==> src/inc/cpi_pkg.sv <==
// constants, state codes and state record of the priority interrupt controller
package cpi_pkg;
   localparam int NUM_LEVELS = 8;
   localparam int LVL_W = 3;
   // port select on the address line
   localparam logic PORT_CMD = 1'b0;
   localparam logic PORT_DATA = 1'b1;
   // init_word_one fields
   localparam int IW1_ID_BIT = 4;
   localparam int IW1_NEED_MODE_BIT = 0;
   localparam int IW1_SINGLE_BIT = 1;
   localparam int IW1_EDGE_BIT = 3;
   // init_word_vector and init_word_mode fields
   localparam int IWV_HI_LSB = 3;
   localparam int IWM_AUTO_END_BIT = 1;
   // operation word selection and fields
   localparam int OPW_THIRD_BIT = 3;
   localparam int OPW_CMD_LSB = 5;
   localparam int OPW_RD_ACT_BIT = 1;
   localparam int OPW_RD_SEL_BIT = 0;
   localparam int OPW_SMM_ACT_BIT = 6;
   localparam int OPW_SMM_VAL_BIT = 5;
   // op_word_priority command field, bits 7..5
   localparam logic [2:0] PRI_ROT_AEOI_CLR = 3'h0;
   localparam logic [2:0] PRI_NS_EOI = 3'h1;
   localparam logic [2:0] PRI_NOP = 3'h2;
   localparam logic [2:0] PRI_SP_EOI = 3'h3;
   localparam logic [2:0] PRI_ROT_AEOI_SET = 3'h4;
   localparam logic [2:0] PRI_ROT_NS_EOI = 3'h5;
   localparam logic [2:0] PRI_SET_LOW = 3'h6;
   localparam logic [2:0] PRI_ROT_SP_EOI = 3'h7;
   // whole command bytes
   localparam logic [7:0] CMD_EOI = 8'h20;
   localparam logic [7:0] CMD_ROT_EOI = 8'hA0;
   localparam logic [7:0] CMD_READ_PEND = 8'h0A;
   localparam logic [7:0] CMD_READ_INSV = 8'h0B;
   localparam logic [7:0] CMD_SMM_SET = 8'h68;
   // values after reset or restart, and the level given on an acknowledge with no winner
   localparam logic [7:0] MASK_RST = 8'h00;
   localparam logic [2:0] LOW_RST = 3'h7;
   localparam logic [2:0] SPURIOUS_LVL = 3'h7;
   localparam logic [7:0] BYTE_ZERO = 8'h00;

   typedef enum logic [4:0] {
      ST_UNINIT = 5'h01,
      ST_VEC = 5'h02,
      ST_CASC = 5'h04,
      ST_MODE = 5'h08,
      ST_READY = 5'h10
   } cpi_state_e_t;

   typedef struct packed {
      cpi_state_e_t st;
      logic [7:0] pend;
      logic [7:0] in_service_reg;
      logic [7:0] mask;
      logic [7:0] req_prev;
      logic [2:0] low;
      logic [4:0] vec_hi;
      logic [7:0] casc;
      logic edge_mode;
      logic single;
      logic need_mode;
      logic auto_end;
      logic auto_rot;
      logic spec_rot;
      logic rot_aeoi;
      logic smm;
      logic sel_isr;
      logic irq;
      logic [7:0] vec;
      logic vec_valid;
      logic [7:0] rd_data;
   } cpi_regs_t;
endpackage

==> src/inc/cpi_res_if.sv <==
// link between the controller core and its priority resolver
`timescale 1ns/100ps
interface cpi_res_if;
   logic [7:0] req;
   logic [7:0] in_service_reg;
   logic [2:0] low;
   logic smm;
   logic win_valid;
   logic [2:0] win_lvl;
   logic top_valid;
   logic [2:0] top_lvl;
   modport ctl (output req, output in_service_reg, output low, output smm,
      input win_valid, input win_lvl, input top_valid, input top_lvl);
   modport res (input req, input in_service_reg, input low, input smm,
      output win_valid, output win_lvl, output top_valid, output top_lvl);
endinterface

==> src/rtl/cpi_ctl.sv <==
// eight-level priority interrupt controller core with command port
`timescale 1ns/100ps
module cpi_ctl
(
   input wire logic CORE_CLK_IN,
   input wire logic RESET_IN,
   input wire logic ADDR_IN,
   input wire logic [7:0] WR_DATA_IN,
   input wire logic WR_STB_IN,
   input wire logic RD_STB_IN,
   output logic [7:0] RD_DATA_OUT,
   input wire logic [7:0] REQ_IN,
   output logic INT_OUT,
   input wire logic ACK_IN,
   output logic [7:0] VEC_OUT,
   output logic VEC_VALID_OUT,
   output logic [7:0] CASC_OUT
);
   import cpi_pkg::*;

   cpi_regs_t s_q;
   cpi_regs_t s_d;
   cpi_res_if rif ();

   assign rif.req = s_q.pend & ~s_q.mask;
   assign rif.in_service_reg = s_q.in_service_reg;
   assign rif.low = s_q.low;
   assign rif.smm = s_q.smm;

   cpi_resolver u_res
   (
      .rif(rif)
   );

   ////////////////////////////////////////////////////////////////////////////
   always_comb
   begin
      logic [7:0] req_set;
      logic [7:0] pend_clr;
      logic [7:0] isr_set;
      logic [7:0] isr_clr;
      logic [2:0] lvl;
      logic wr_cmd;
      logic wr_data;
      req_set = s_q.edge_mode ? (REQ_IN & ~s_q.req_prev) : REQ_IN;
      pend_clr = BYTE_ZERO;
      isr_set = BYTE_ZERO;
      isr_clr = BYTE_ZERO;
      lvl = WR_DATA_IN[2:0];
      wr_cmd = WR_STB_IN && (ADDR_IN == PORT_CMD);
      wr_data = WR_STB_IN && (ADDR_IN == PORT_DATA);
      s_d = s_q;
      s_d.vec_valid = 1'b0;
      s_d.rd_data = BYTE_ZERO;
      s_d.req_prev = REQ_IN;
      // acknowledge moves the winner into service unless automatic end is set
      if (ACK_IN && s_q.st == ST_READY)
      begin
         s_d.vec_valid = 1'b1;
         if (rif.win_valid)
         begin
            pend_clr = 8'h01 << rif.win_lvl;
            s_d.vec = {s_q.vec_hi, rif.win_lvl};
            if (!s_q.auto_end)
            begin
               isr_set = 8'h01 << rif.win_lvl;
            end
            else if (s_q.rot_aeoi)
            begin
               s_d.low = rif.win_lvl;
            end
         end
         else
         begin
            s_d.vec = {s_q.vec_hi, SPURIOUS_LVL};
         end
      end
      // setup sequence and operation words
      unique case (s_q.st)
         ST_VEC:
         begin
            if (wr_data)
            begin
               s_d.vec_hi = WR_DATA_IN[7:IWV_HI_LSB];
               s_d.st = !s_q.single ? ST_CASC : (s_q.need_mode ? ST_MODE : ST_READY);
            end
         end
         ST_CASC:
         begin
            if (wr_data)
            begin
               s_d.casc = WR_DATA_IN;
               s_d.st = s_q.need_mode ? ST_MODE : ST_READY;
            end
         end
         ST_MODE:
         begin
            if (wr_data)
            begin
               s_d.auto_end = WR_DATA_IN[IWM_AUTO_END_BIT];
               s_d.st = ST_READY;
            end
         end
         ST_READY:
         begin
            if (wr_data)
            begin
               s_d.mask = WR_DATA_IN;
            end
            else if (wr_cmd && WR_DATA_IN[OPW_THIRD_BIT])
            begin
               if (WR_DATA_IN[OPW_RD_ACT_BIT])
               begin
                  s_d.sel_isr = WR_DATA_IN[OPW_RD_SEL_BIT];
               end
               if (WR_DATA_IN[OPW_SMM_ACT_BIT])
               begin
                  s_d.smm = WR_DATA_IN[OPW_SMM_VAL_BIT];
               end
            end
            else if (wr_cmd && !WR_DATA_IN[IW1_ID_BIT])
            begin
               unique case (WR_DATA_IN[7:OPW_CMD_LSB])
                  PRI_NS_EOI:
                  begin
                     if (rif.top_valid)
                     begin
                        isr_clr = 8'h01 << rif.top_lvl;
                        if (s_q.auto_rot)
                        begin
                           s_d.low = rif.top_lvl;
                        end
                     end
                  end
                  PRI_ROT_NS_EOI:
                  begin
                     s_d.auto_rot = 1'b1;
                     s_d.spec_rot = 1'b0;
                     if (rif.top_valid)
                     begin
                        isr_clr = 8'h01 << rif.top_lvl;
                        s_d.low = rif.top_lvl;
                     end
                  end
                  PRI_SP_EOI:
                  begin
                     isr_clr = 8'h01 << lvl;
                  end
                  PRI_ROT_SP_EOI:
                  begin
                     isr_clr = 8'h01 << lvl;
                     s_d.low = lvl;
                     s_d.spec_rot = 1'b1;
                     s_d.auto_rot = 1'b0;
                  end
                  PRI_SET_LOW:
                  begin
                     s_d.low = lvl;
                  end
                  PRI_ROT_AEOI_SET:
                  begin
                     s_d.rot_aeoi = 1'b1;
                  end
                  PRI_ROT_AEOI_CLR:
                  begin
                     s_d.rot_aeoi = 1'b0;
                  end
                  PRI_NOP:
                  begin
                  end
               endcase
            end
         end
         ST_UNINIT:
         begin
         end
      endcase
      s_d.in_service_reg = (s_q.in_service_reg & ~isr_clr) | isr_set;
      // set wins over clear for pending bits
      s_d.pend = s_q.edge_mode ? ((s_q.pend & ~pend_clr) | req_set) : REQ_IN;
      // first word restarts setup from any state
      if (wr_cmd && WR_DATA_IN[IW1_ID_BIT])
      begin
         s_d.st = ST_VEC;
         s_d.edge_mode = WR_DATA_IN[IW1_EDGE_BIT];
         s_d.single = WR_DATA_IN[IW1_SINGLE_BIT];
         s_d.need_mode = WR_DATA_IN[IW1_NEED_MODE_BIT];
         s_d.mask = MASK_RST;
         s_d.in_service_reg = BYTE_ZERO;
         s_d.pend = BYTE_ZERO;
         s_d.low = LOW_RST;
         s_d.auto_end = 1'b0;
         s_d.auto_rot = 1'b0;
         s_d.spec_rot = 1'b0;
         s_d.rot_aeoi = 1'b0;
         s_d.smm = 1'b0;
         s_d.sel_isr = 1'b0;
         s_d.vec_valid = 1'b0;
      end
      if (RD_STB_IN)
      begin
         if (ADDR_IN == PORT_DATA)
         begin
            s_d.rd_data = s_q.mask;
         end
         else
         begin
            s_d.rd_data = s_q.sel_isr ? s_q.in_service_reg : s_q.pend;
         end
      end
      s_d.irq = rif.win_valid && (s_q.st == ST_READY);
   end

   always_ff @(posedge CORE_CLK_IN or posedge RESET_IN)
   begin
      if (RESET_IN)
      begin
         s_q <= '{st: ST_UNINIT, low: LOW_RST, mask: MASK_RST, default: '0};
      end
      else
      begin
         s_q <= s_d;
      end
   end

   assign RD_DATA_OUT = s_q.rd_data;
   assign INT_OUT = s_q.irq;
   assign VEC_OUT = s_q.vec;
   assign VEC_VALID_OUT = s_q.vec_valid;
   assign CASC_OUT = s_q.casc;

   logic ready;
   assign ready = (s_q.st == ST_READY);
endmodule

==> src/rtl/cpi_resolver.sv <==
// rotating priority resolver for eight request levels
`timescale 1ns/100ps
module cpi_resolver
(
   cpi_res_if.res rif
);
   import cpi_pkg::*;

   always_comb
   begin
      logic [2:0] lvl;
      logic stop;
      logic tstop;
      lvl = 3'h0;
      stop = 1'b0;
      tstop = 1'b0;
      rif.win_valid = 1'b0;
      rif.win_lvl = 3'h0;
      rif.top_valid = 1'b0;
      rif.top_lvl = 3'h0;
      // scan from the level just above the lowest one
      for (int i = 0; i < NUM_LEVELS; i++)
      begin
         lvl = 3'(rif.low + 3'(i) + 3'h1);
         if (!tstop && rif.in_service_reg[lvl])
         begin
            rif.top_valid = 1'b1;
            rif.top_lvl = lvl;
            tstop = 1'b1;
         end
         if (!stop)
         begin
            if (rif.req[lvl] && !rif.in_service_reg[lvl])
            begin
               rif.win_valid = 1'b1;
               rif.win_lvl = lvl;
               stop = 1'b1;
            end
            else if (rif.in_service_reg[lvl] && !rif.smm)
            begin
               // in-service level blocks itself and all below it
               stop = 1'b1;
            end
         end
      end
   end
endmodule

==> config.mk <==
export PLATFORM = sky130hd
export DESIGN_NAME = cpi_ctl
export DESIGN_NICKNAME = d
export VERILOG_FILES = /design/src/inc/cpi_pkg.sv /design/src/inc/cpi_res_if.sv /design/src/rtl/cpi_ctl.sv /design/src/rtl/cpi_resolver.sv
export SDC_FILE = /design/constraint.sdc
export NUM_CORES = 1
export LEC_CHECK = 0
export ABC_AREA = 1
export ABC_CLOCK_PERIOD_IN_PS = 8500
export CAP_MARGIN = 20
export CORE_UTILIZATION = 55
export DETAILED_ROUTE_END_ITERATION = 6
export DONT_BUFFER_PORTS = 1
export PLACE_DENSITY = 0.76
export SETUP_SLACK_MARGIN = 0.15
export SLEW_MARGIN = 20
export SYNTH_ARGS = -nofsm -noshare
export SYNTH_HDL_FRONTEND = slang
export SYNTH_SLANG_ARGS = --single-unit
==> constraint.sdc <==
create_clock -name CORE_CLK_IN -period 8.5 [get_ports CORE_CLK_IN]
set_input_delay 0.85 -clock CORE_CLK_IN [delete_from_list [all_inputs] [get_ports CORE_CLK_IN]]
set_output_delay 0.85 -clock CORE_CLK_IN [all_outputs]
set_load 0.03 [all_outputs]
==> qor.tcl <==
set qor(area_enclosed_by_the_die_boundary_um2) 10100
set qor(finished_layout_cell_area_um2) 5490
set qor(clock.fmax_mhz) 213
set qor(path_cells) {inv_2 -> ha_1 -> inv_1 -> nand2_1 -> nand2_1 -> nand2_1 -> nand3_1 -> nand2_2 -> nand2_1 -> nor2_1 -> nand3_1 -> nor2_1 -> nand2_1 -> nor2_1 -> inv_1 -> nor2_1 -> nand3b_1 -> nand2_1 -> o21ai_1 -> nand2_1 -> nand2_1 -> a21oi_1}
set qor(min-delay-path-class) {in2async}
set qor(critPathLaunch) {rif.low[0]}
set qor(shortest_period_the_worst_path_allows_ns) 4.69
set qor(worstSetupPathType) {reg2reg}
set qor(worstReg2RegStart) {rif.low[0]}
set qor(clkSlewWorstSetupHoldPaths_ns) 0.09
set qor(cp_slowest_stage_delay_ns) 0.80
set qor(worst_r2r_endpoint) {rif.in_service_reg[2]}
set qor(synth.cell_area_um2) 5350
set qor(multiInputGateArea_um2) 2740
set qor(dp_hpwl_mm) 12.4
set qor(routabilityCongestion) 1.03
set qor(outcome) {complete, no violations}
set qor(design.core.area_um2) 9330
set qor(post_synth_num_cell_types) 39
set qor(worst_r2r_path_depth) 22
set qor(synth-warning-count) 0
set qor(cts_num_sinks) 79
set qor(diodes) 0
set qor(layout-drive-gt1-share) 0.0770
set qor(syn2layout_area_growth_pct) 2.55
set qor(max_capacitance_violation_count) 0
set qor(vias) 5321
set qor(synth.yosys.seq_area_share) 0.370
set qor(critPathCaptureType) {flop}
set qor(drt-wirelength-per-cell_um) 18.0
set qor(skew_ns) 0.0143
set qor(post_cts_hold_buffer_count) 0
set qor(cp.arrival_ns) 4.93
set qor(cp_max_fo) 25
set qor(die_width_um) 101
set qor(synth_fp_nets) 817
set qor(pin_count_of_the_biggest_net_entering_global_routing) 69
set qor(ys_seq_elements) 79
set qor(first_global_vias) 4869
set qor(fp.dieH_um) 101
set qor(crit_path_start_kind) {flop}
set qor(h-tree-depth) 3
set qor(layout_worst_path_cycle_share) 0.551
set qor(detail_route.iter0.violations) 588
set qor(postCtsSetupBuffers) 0
set qor(drt_wl_total_mm) 16.2
set qor(port-buffer-count) 0
set qor(largest_register) {s_q}
set qor(std_cell_rows) 35
set qor(final_antenna_net_count) 0
set qor(critPathTopFamily) {simple AND/OR/NAND/NOR gates}
set qor(worstPathRequired_ns) 8.74
set qor(maxSlewHeadroom) 0.425
set qor(hold_violations) 0
set qor(finalMaxSlewViolations) 0
set qor(effective_utilization_at_floorplan) 0.574
set qor(via_per_inst) 5.95
set qor(drt_pre_antenna_iters) 6
set qor(layout.core_utilization) 0.588
set qor(max_slew.worst_pin.slew_ns) 0.855
set qor(syn-mean-instance-area_um2) 6.76
set qor(postSynthCellCount) 792
set qor(post_dp_cell_area_um2) 5250
set qor(antenna_violations_before_repair) 0
set qor(nNetsFinal) 786
set qor(final-setup-viol-count) 0
set qor(flip_flop_count_of_the_largest_register_all_copies_and_words_added) 41
set qor(cts-resized-gates) 0
set qor(register_area_um2) 1980
set qor(track_usage) 0.341
set qor(critPathSlowestCell) {sky130_fd_sc_hd__dfstp_2}
set qor(global_route_overflow) 0
set qor(global_route_wire_length_before_repair_mm) 26.0
set qor(cts_max_path_buffers) 2
set qor(clock_network_latency_to_the_later_pin_of_the_worst_skew_pair_ns) 0.37
set qor(grt_setup_unrepaired) {false}
set qor(setup_total_negative_slack_ns) 0
set qor(cpMostUsedCell) {sky130_fd_sc_hd__nand2_1}
set qor(drc) 0
set qor(cts_inserted_buffers) 9
set qor(r2r_slack_ns) 3.81
set qor(cts_tree) {yes}
set qor(design.portCount) 48
set qor(fillcell_total) 910
set qor(worst-path-buf-inv) 3
set qor(cts_root_buffer) {sky130_fd_sc_hd__clkbuf_8}
[metrics by stage]
| step | worst slack, ns | hold slack (ns) | std cells |
|---|---|---|---|
| final | 3.81 | 0.246 | 895 |
| after floorplan | 5.29 | 0.432 | 792 |
| after CTS | 3.99 | 0.257 | 895 |
| after global placement | 3.96 | 0.439 | 879 |
| after global routing | 3.38 | 0.251 | 895 |
| after detailed placement | 4.04 | 0.452 | 879 |
[placed cells by master (no fill, tap or decap), drive strengths merged]
cell type / n
dfrtp: 75
nor2: 59
xnor2: 1
a21boi: 2
a22oi: 1
o22ai: 8
nand4: 9
a21oi: 44
a31oi: 2
inv: 88
nand2: 248
nor3: 4
dfstp: 4
buf: 3
ha: 3
mux2: 5
nor4: 2
bufinv: 3
o211ai: 1
o21ai: 70
nand3b: 2
clkinv: 4
clkbuf: 11
o31ai: 2
clkinvlp: 1
nand3: 113
a211oi: 1
[cells in the mapped netlist]
library cell,instances,share of area
sky130_fd_sc_hd__dfstp_2,4,0.020
sky130_fd_sc_hd__a21oi_4,1,0.0030
sky130_fd_sc_hd__o21ai_1,6,0.0056
sky130_fd_sc_hd__nand2_2,12,0.014
sky130_fd_sc_hd__clkbuf_1,12,0.0084
sky130_fd_sc_hd__nand4_4,1,0.0040
sky130_fd_sc_hd__inv_2,6,0.0042
sky130_fd_sc_hd__nand2_4,1,0.0021
sky130_fd_sc_hd__nand4_1,8,0.0094
sky130_fd_sc_hd__o22ai_1,8,0.0094
sky130_fd_sc_hd__dfrtp_1,75,0.35
sky130_fd_sc_hd__buf_1,1,0.00070
sky130_fd_sc_hd__mux2_2,5,0.011
sky130_fd_sc_hd__nor2_4,3,0.0063
sky130_fd_sc_hd__ha_1,3,0.0070
sky130_fd_sc_hd__inv_1,83,0.058
sky130_fd_sc_hd__o21ai_0,64,0.060
sky130_fd_sc_hd__nand2_1,235,0.16
sky130_fd_sc_hd__nand3b_1,2,0.0028
sky130_fd_sc_hd__a22oi_1,1,0.0014
sky130_fd_sc_hd__buf_6,2,0.0042
sky130_fd_sc_hd__a21oi_1,41,0.038
sky130_fd_sc_hd__nor2_2,3,0.0035
sky130_fd_sc_hd__buf_2,4,0.0037
sky130_fd_sc_hd__o211ai_1,1,0.0014
sky130_fd_sc_hd__nand3_2,1,0.0019
sky130_fd_sc_hd__a21oi_2,2,0.0033
sky130_fd_sc_hd__a31oi_1,2,0.0023
sky130_fd_sc_hd__nor4_1,2,0.0023
sky130_fd_sc_hd__nor2_1,52,0.036
sky130_fd_sc_hd__nor3_1,4,0.0037
sky130_fd_sc_hd__nand3_1,112,0.10
sky130_fd_sc_hd__buf_4,26,0.036
sky130_fd_sc_hd__a21boi_0,2,0.0028
sky130_fd_sc_hd__o31ai_1,2,0.0028
sky130_fd_sc_hd__clkinv_1,2,0.0014
sky130_fd_sc_hd__a211oi_1,1,0.0014
sky130_fd_sc_hd__nor2_8,1,0.0037
sky130_fd_sc_hd__xnor2_2,1,0.0030
[layer usage]
layer,vias to the layer above,GRT usage,part of all wire
met5,-,0,0
met3,43,0.0638,0.098
li1,2489,-,-
met1,2496,0.504,0.45
met4,0,0.111,0.025
met2,293,0.503,0.43
[worst max-delay path by stage]
stage / end / slack, ns / depth (start not counted)
floorplan: rif.in_service_reg[7] / 5.29 / 23
global placement: s_q[72] / 3.96 / 19
detailed placement: rif.in_service_reg[7] / 4.04 / 22
CTS: rif.in_service_reg[6] / 3.99 / 18
global route: rif.in_service_reg[2] / 3.38 / 22
finish: rif.in_service_reg[2] / 3.81 / 22
[logic make-up after synthesis]
family / share of synthesized area
AND/OR/NAND/NOR: 0.360
flip-flops: 0.370
AO/OA/AOI/OAI: 0.132
buffers and inverters: 0.117
adder cells (fa/ha/maj): 0.00702
XOR/XNOR: 0.00304
multiplexers: 0.0105
[worst register-to-register path: stages, from the launching register on]
cell and delay, ns:
sky130_fd_sc_hd__dfstp_2 0.80, sky130_fd_sc_hd__inv_2 0.28, sky130_fd_sc_hd__ha_1 0.66, sky130_fd_sc_hd__inv_1 0.34
sky130_fd_sc_hd__nand2_1 0.13, sky130_fd_sc_hd__nand2_1 0.14, sky130_fd_sc_hd__nand2_1 0.10, sky130_fd_sc_hd__nand3_1 0.12
sky130_fd_sc_hd__nand2_2 0.13, sky130_fd_sc_hd__nand2_1 0.06, sky130_fd_sc_hd__nor2_1 0.25, sky130_fd_sc_hd__nand3_1 0.18
sky130_fd_sc_hd__nor2_1 0.12, sky130_fd_sc_hd__nand2_1 0.09, sky130_fd_sc_hd__nor2_1 0.16, sky130_fd_sc_hd__inv_1 0.09
sky130_fd_sc_hd__nor2_1 0.13, sky130_fd_sc_hd__nand3b_1 0.24, sky130_fd_sc_hd__nand2_1 0.11, sky130_fd_sc_hd__o21ai_1 0.19
sky130_fd_sc_hd__nand2_1 0.08, sky130_fd_sc_hd__nand2_1 0.10, sky130_fd_sc_hd__a21oi_1 0.06
[area by class of cell]
class	count	area share
multi-input cells	577	0.499
repair buffers	3	0.00410
inverters	91	0.0625
clock inverters	5	0.0194
flip-flops and latches	79	0.361
clock buffers	11	0.0239
well taps	129	0.0294
Power is left out: the tool's default activity adds up to more than one toggle a clock period on the data nets, which glitch-free logic cannot reach.
